$ cat src/logic/term_port_pkg.sv
// Constants and carrier types for the terminal keyboard/printer port
`default_nettype none
package term_port_pkg;
  // APB address width and register indexes (byte address = 4 * index)
  localparam int unsigned ADDR_W        = 5;
  localparam logic [2:0]  IDX_KBD_STAT  = 3'h0;
  localparam logic [2:0]  IDX_KBD_BUF   = 3'h2;
  localparam logic [2:0]  IDX_PTR_STAT  = 3'h4;
  localparam logic [2:0]  IDX_PTR_BUF   = 3'h6;
  // Field positions
  localparam int unsigned CHAR_W        = 7;
  localparam int unsigned READY_BIT     = 7;
  localparam int unsigned IE_BIT        = 6;
  localparam int unsigned MAINTENANCE_LOOP_BIT     = 2;
  localparam int unsigned STRAP_BIT     = 7;
  // Reset values
  localparam logic        IE_RST        = 1'b0;
  localparam logic        MAINTENANCE_LOOP_RST     = 1'b0;
  localparam logic [6:0]  CHAR_RST      = 7'h00;
  // Print strobe width
  localparam int unsigned CLK_PERIOD_PS = 5000;
  localparam int unsigned STROBE_NS     = 20;
  localparam int unsigned STROBE_CYC    =
    (STROBE_NS * 1000 + CLK_PERIOD_PS - 1) / CLK_PERIOD_PS;
  // Keyboard side of the terminal link
  typedef struct packed {
    logic       strobe_n;
    logic [6:0] code;
  } key_link_t;
  // Printer side of the terminal link
  typedef struct packed {
    logic       strobe_n;
    logic [6:0] data_n;
  } print_link_t;
endpackage : term_port_pkg
`default_nettype wire

$ cat src/logic/terminal_kbd_printer_port.sv
// APB controller between the host bus and a hard-copy terminal
`default_nettype none
module terminal_kbd_printer_port (
  input  wire logic                           sys_clk,
  input  wire logic                           sys_rst,
  input  wire logic                           psel,
  input  wire logic                           penable,
  input  wire logic                           pwrite,
  input  wire logic [term_port_pkg::ADDR_W-1:0] paddr,
  input  wire logic [31:0]                    pwdata,
  input  wire logic [3:0]                     pstrb,
  output logic      [31:0]                    prdata,
  output logic                                pready,
  output logic                                pslverr,
  input  wire term_port_pkg::key_link_t       key_link,
  input  wire logic                           strap_option_one,
  input  wire logic                           strap_option_two,
  input  wire logic                           printer_demand,
  output term_port_pkg::print_link_t          print_link,
  output logic                                irq_a,
  output logic                                irq_b
);
  import term_port_pkg::*;

  // Match of an address against the byte address of a register index
  function automatic logic hit(input logic [ADDR_W-1:0] a,
                               input logic [2:0] idx);
    hit = (a == {idx, 2'b00});
  endfunction : hit

  logic [6:0] kbd_buf_reg;
  logic       kbd_ready_reg;
  logic       kbd_ie_reg;
  logic       ptr_ready_reg;
  logic       ptr_ie_reg;
  logic       maintenance_loop_reg;
  logic       key_prev_reg;
  logic       demand_prev_reg;
  logic [6:0] pdata_n_reg;
  logic       pstrobe_n_reg;
  logic [2:0] pcnt_reg;
  logic       irq_a_reg;
  logic       irq_b_reg;
  logic [31:0] prdata_reg;
  logic       pready_reg;
  logic       pslverr_reg;

  // Bus phase decode
  wire setup_ph = psel & ~penable;
  wire access   = psel & penable & pready_reg;
  wire wr_low   = access & pwrite & pstrb[0];
  wire rd_acc   = access & ~pwrite;
  wire hit_ks   = hit(paddr, IDX_KBD_STAT);
  wire hit_kb   = hit(paddr, IDX_KBD_BUF);
  wire hit_ps   = hit(paddr, IDX_PTR_STAT);
  wire hit_pb   = hit(paddr, IDX_PTR_BUF);
  wire mapped   = hit_ks | hit_kb | hit_ps | hit_pb;

  // Register strobes
  wire ks_wr = wr_low & hit_ks;
  wire ps_wr = wr_low & hit_ps;
  wire pb_wr = wr_low & hit_pb;
  wire kb_rd = rd_acc & hit_kb;

  // Terminal edge detection on synchronous inputs
  wire key_fall    = key_prev_reg & ~key_link.strobe_n;
  wire demand_rise = ~demand_prev_reg & printer_demand;
  wire loop_set    = maintenance_loop_reg & pb_wr;

  // Flag next values; a set always beats a clear
  wire kbd_ready_next = key_fall | loop_set
                      | (kbd_ready_reg & ~kb_rd);
  wire ptr_ready_next = printer_demand
                      & (demand_rise
                      | (ptr_ready_reg & ~pb_wr));
  wire kbd_ie_next = ks_wr ? pwdata[IE_BIT] : kbd_ie_reg;
  wire ptr_ie_next = ps_wr ? pwdata[IE_BIT] : ptr_ie_reg;

  // Strap-selected eighth bit of the keyboard buffer
  wire both_straps = strap_option_one & strap_option_two;
  wire kb_bit7 = strap_option_one ? ~maintenance_loop_reg
               : strap_option_two ? 1'b0
               : 1'b1;
  wire [7:0] kb_byte = both_straps ? 8'h00
                     : {kb_bit7, kbd_buf_reg};

  // Read data selection
  wire [7:0] ks_byte = {kbd_ready_reg, kbd_ie_reg, 6'h00};
  wire [7:0] ps_byte = {ptr_ready_reg, ptr_ie_reg,
                        3'h0, maintenance_loop_reg, 2'h0};
  wire [7:0] rd_byte = hit_ks ? ks_byte
                     : hit_kb ? kb_byte
                     : hit_ps ? ps_byte
                     : 8'h00;

  // APB answer: one wait-free access phase after each setup
  always_ff @(posedge sys_clk or posedge sys_rst) begin
    if (sys_rst) begin
      pready_reg  <= 1'b0;
      pslverr_reg <= 1'b0;
      prdata_reg  <= 32'h0;
    end else begin
      pready_reg  <= setup_ph;
      pslverr_reg <= setup_ph & ~mapped;
      prdata_reg  <= (setup_ph & ~pwrite) ? {24'h0, rd_byte} : 32'h0;
    end
  end

  // Keyboard buffer and keyboard flags
  always_ff @(posedge sys_clk or posedge sys_rst) begin
    if (sys_rst) begin
      key_prev_reg  <= 1'b1;
      kbd_buf_reg   <= CHAR_RST;
      kbd_ready_reg <= 1'b0;
      kbd_ie_reg    <= IE_RST;
    end else begin
      key_prev_reg  <= key_link.strobe_n;
      if (key_fall) begin
        kbd_buf_reg <= key_link.code;
      end
      kbd_ready_reg <= kbd_ready_next;
      kbd_ie_reg    <= kbd_ie_next;
    end
  end

  // Printer flags and loop control
  always_ff @(posedge sys_clk or posedge sys_rst) begin
    if (sys_rst) begin
      demand_prev_reg <= 1'b0;
      ptr_ready_reg   <= 1'b0;
      ptr_ie_reg      <= IE_RST;
      maintenance_loop_reg       <= MAINTENANCE_LOOP_RST;
    end else begin
      demand_prev_reg <= printer_demand;
      ptr_ready_reg   <= ptr_ready_next;
      ptr_ie_reg      <= ptr_ie_next;
      if (ps_wr) begin
        maintenance_loop_reg <= pwdata[MAINTENANCE_LOOP_BIT];
      end
    end
  end

  // Printer data and strobe, strobe held STROBE_CYC cycles
  always_ff @(posedge sys_clk or posedge sys_rst) begin
    if (sys_rst) begin
      pdata_n_reg   <= 7'h7f;
      pstrobe_n_reg <= 1'b1;
      pcnt_reg      <= 3'h0;
    end else if (pb_wr) begin
      pdata_n_reg   <= ~pwdata[6:0];
      pstrobe_n_reg <= 1'b0;
      pcnt_reg      <= 3'(STROBE_CYC - 1);
    end else if (pcnt_reg != 3'h0) begin
      pcnt_reg      <= pcnt_reg - 3'h1;
    end else begin
      pstrobe_n_reg <= 1'b1;
    end
  end

  // Interrupt request levels
  always_ff @(posedge sys_clk or posedge sys_rst) begin
    if (sys_rst) begin
      irq_a_reg <= 1'b0;
      irq_b_reg <= 1'b0;
    end else begin
      irq_a_reg <= kbd_ready_next & kbd_ie_next;
      irq_b_reg <= ptr_ready_next & ptr_ie_next;
    end
  end

  // Outputs
  assign prdata              = prdata_reg;
  assign pready              = pready_reg;
  assign pslverr             = pslverr_reg;
  assign print_link          = '{strobe_n: pstrobe_n_reg, data_n: pdata_n_reg};
  assign irq_a               = irq_a_reg;
  assign irq_b               = irq_b_reg;
endmodule : terminal_kbd_printer_port
`default_nettype wire

$ cat config.mk
export PLATFORM = sky130hd
export DESIGN_NAME = terminal_kbd_printer_port
export DESIGN_NICKNAME = d
export VERILOG_FILES = /design/src/logic/term_port_pkg.sv /design/src/logic/terminal_kbd_printer_port.sv
export SDC_FILE = /design/constraint.sdc
export NUM_CORES = 1
export LEC_CHECK = 0
export BUFFER_PORTS_ARGS = -buffer_cell sky130_fd_sc_hd__buf_2
export CORE_ASPECT_RATIO = 1.2
export CORE_MARGIN = 4
export CORE_UTILIZATION = 43
export CTS_CLUSTER_SIZE = 12
export DETAILED_ROUTE_END_ITERATION = 10
export PLACE_DENSITY = 0.89
export REMOVE_ABC_BUFFERS = 1
export SYNTH_ARGS = -nofsm -noshare
export SYNTH_HDL_FRONTEND = slang
export SYNTH_SLANG_ARGS = --single-unit
$ cat constraint.sdc
create_clock -name sys_clk -period 1.7 [get_ports sys_clk]
set_clock_uncertainty 0.1 [all_clocks]
set_input_delay 0.34 -clock sys_clk [delete_from_list [all_inputs] [get_ports sys_clk]]
set_output_delay 0.34 -clock sys_clk [all_outputs]
set_load 0.02 [all_outputs]
==> impl_results.md <==
* Worst setup SP type: input port
* Die Y at 77.0 µm
* Slew Limit Fails at 0
* 1st-pass router iterations at 4
* Leakage at 1.10 nW
* Vias per std cell at 4.49
* Routability congestion estimate at 0.786
* Max H-tree Level at 2
* Final design utilization at 54.7%
* Max FFs per register at 8
* Syn Std Cell Area at 1710 µm²
* Crit. Startpoint: paddr[1]
* Max Clock Freq at 610 MHz
* Clock latency at the later pin of the worst-skew pair at 280 ps
* Clock-pin slew on the worst setup and hold paths at 70 ps
* Min Tclk post-route at 1640 ps
* DP Wirelength at 2610 µm
* Critical Path RT at 1770 ps
* CTS Hold Buffers Added at 0
* # DRC at 0
* Number of antenna diodes at 0
* Syn-to-layout area delta at 19.2%
* Sequential share of power at 51.5%
* Final worst slack at 61.3 ps
* WHS at 48.4 ps
* CTS max path bufs at 2
* Max Cap Viol at 0
* Root buffer cell: clkbuf_8
* Avg Cell Area, Syn at 11.2 µm²
* Final setup fails at 0
* DR iter-0 viols at 31
* Switching power at 544 µW
* Clock buffer count from CTS at 5
* Reg-to-Reg Start: pready
* Clock power frac at 30.0%
* Internal at 1.39 mW
* Die width at 65.5 µm
* RSZ-0062 raised after global routing: false
* PwrDens at 949 nW/µm²
* Inst Count DP at 254
* Initial core utilization at 45.9%
* CTS Sinks at 37
* Place WS at -343 ps
* YS warnings at 0
* FF+latch count, synth at 37
* Placed inst area at 1950 µm²
* WL per Instance at 12.4 µm
* Run status: completed
* Final Routed Wirelength at 3250 µm
* Crit-path max FO at 3
* R2R Path End: irq_a
* Reg2Reg Depth at 4
* Row cnt at 24
* Initial antenna violation count at 0
* Crit path capture type: flip-flop
* Share of layout cells above drive strength 1 at 40.5%
* Dominant cell type by area after synthesis: dfrtp_1
* PortBufs at 48
* Crit share post-route at 96.4%
* Total gr overflow at 0
* Final #Nets at 268
* First-pass GRT wire length at 5560 µm
* Synth Instances at 152
* Overall Power at 1.93 mW
* Number of global-route vias before repair at 1236
* Hold Crit Class: in2async
* Register area share after synthesis at 54.9%
* Critical path arrival at 1710 ps
* Post-synth top area share at 41.0%
* Sw Ratio at 28.1%
* Synth area leaders: dfrtp_1, dfstp_2, buf_4
* TritonCTS clock tree: yes
* Crit path to: irq_a
* VDD IR max at 678 µV
* Final Hold Viols at 0
* Yosys cell types at 33
* GRT Total Usage at 14.4%
* Setup bufs post-CTS at 0
* Setup TNS at 0 ps
* R2R Setup Slk at 100 ps
* Via count at 1176
* Post-route cell area at 2040 µm²
* Full die area at 5050 µm²
* Comb pwr share at 18.5%
* Core area at 3720 µm²
* Largest net degree at the start of global routing at 38
* Critical path type: in2reg
* Final ANT Viol Nets at 0
* Post-Layout Cell Count at 262
* I/O pin count at 101
[synthesized netlist by cell type (all sizes together)]
| library cell | instances |
|---|---|
| mux2i | 1 |
| nor2 | 6 |
| dfrtp | 28 |
| nor4 | 1 |
| nand4 | 1 |
| nor3 | 2 |
| and2 | 2 |
| nand3 | 2 |
| o31ai | 2 |
| xnor2 | 1 |
| a211oi | 1 |
| o21ai | 11 |
| a21o | 1 |
| clkbuf | 3 |
| or4 | 1 |
| nand4b | 1 |
| dfstp | 9 |
| a22oi | 1 |
| and4 | 1 |
| inv | 8 |
| conb | 1 |
| nand2b | 2 |
| mux2 | 10 |
| ha | 2 |
| nor2b | 2 |
| nand2 | 13 |
| and3 | 9 |
| a221o | 1 |
| buf | 26 |
| a21oi | 3 |
[layer usage]
metal  up-vias  global-route usage [%]  wire (µm)
li1        570                       -          -
met1       556                    15.6       1220
met2        42                    24.9       1730
met3         8                    4.24        254
met4         0                    6.85         51
met5         -                       0          0
[final cells by class]
| type | instances | area [µm²] |
|---|---|---|
| Fill cell | 338 | 1690 |
| Sequential cell | 37 | 937 |
| Timing Repair Buffer | 56 | 300 |
| Multi-Input combinational cell | 101 | 621 |
| Inverter | 8 | 30.0 |
| Clock inverter | 2 | 10.0 |
| Tap cell | 52 | 65.1 |
| Clock buffer | 6 | 72.6 |
[power groups by stage]
stage | logic, mW | registers, mW | clock network [mW]
2_1_floorplan | 0.246 | 1.01 | 0
3_3_place_gp | 0.332 | 1.01 | 0
3_5_place_dp | 0.362 | 1.01 | 0
4_1_cts | 0.364 | 0.997 | 0.599
5_1_grt | 0.414 | 1.01 | 0.637
6_report | 0.357 | 0.996 | 0.579
[worst max-delay path, cell delays in order]
cell and delay (ps):
buf_2 110, or4_4 580, nor4_4 160, mux2_2 370
and2_1 160
[cell families after synthesis]
group	share of synthesized area, %
AND/OR/NAND/NOR	14.6
flip-flops	54.9
buffers and inverters	14.1
AO/OA/AOI/OAI	6.89
multiplexers	7.40
adder cells (fa/ha/maj)	1.46
other	0.220
XOR/XNOR	0.513
[cells in the final DEF (no fill, tap or decap), types with 2 or more instances in the layout]
cell type,netlist,routed
inv_1,8,8
mux2_2,9,9
nor2b_1,2,2
dfstp_2,9,9
ha_1,2,2
dfrtp_1,28,28
nor2_1,6,6
buf_2,0,48
conb_1,1,24
nand2b_1,2,2
o31ai_1,2,2
nand2_1,13,13
nand3_1,2,2
clkinv_2,0,2
and3_1,9,9
o21ai_0,11,11
buf_4,25,8
a21oi_1,3,3
clkbuf_8,0,5
and2_1,2,2
[how the worst min path moves through the flow]
stage | from | endpoint | slack (ps) | depth (start not counted)
3_3_place_gp | pstrobe_n_reg | pstrobe_n_reg | 350 | 2
5_1_grt | key_link[7] | key_prev_reg | 50 | 1
4_1_cts | key_link[7] | key_prev_reg | 50 | 1
2_1_floorplan | key_link[7] | key_prev_reg | 240 | 0
6_report | sys_rst | pcnt_reg[0] | 50 | 3
3_5_place_dp | pstrobe_n_reg | pstrobe_n_reg | 360 | 2
[timing repair]
item                                    4_1_cts  5_1_grt
hold endpoints to repair                      0        0
resized for setup                             1        0
endpoints found under the setup margin        2        0
(Power assumes the default switching activity.)
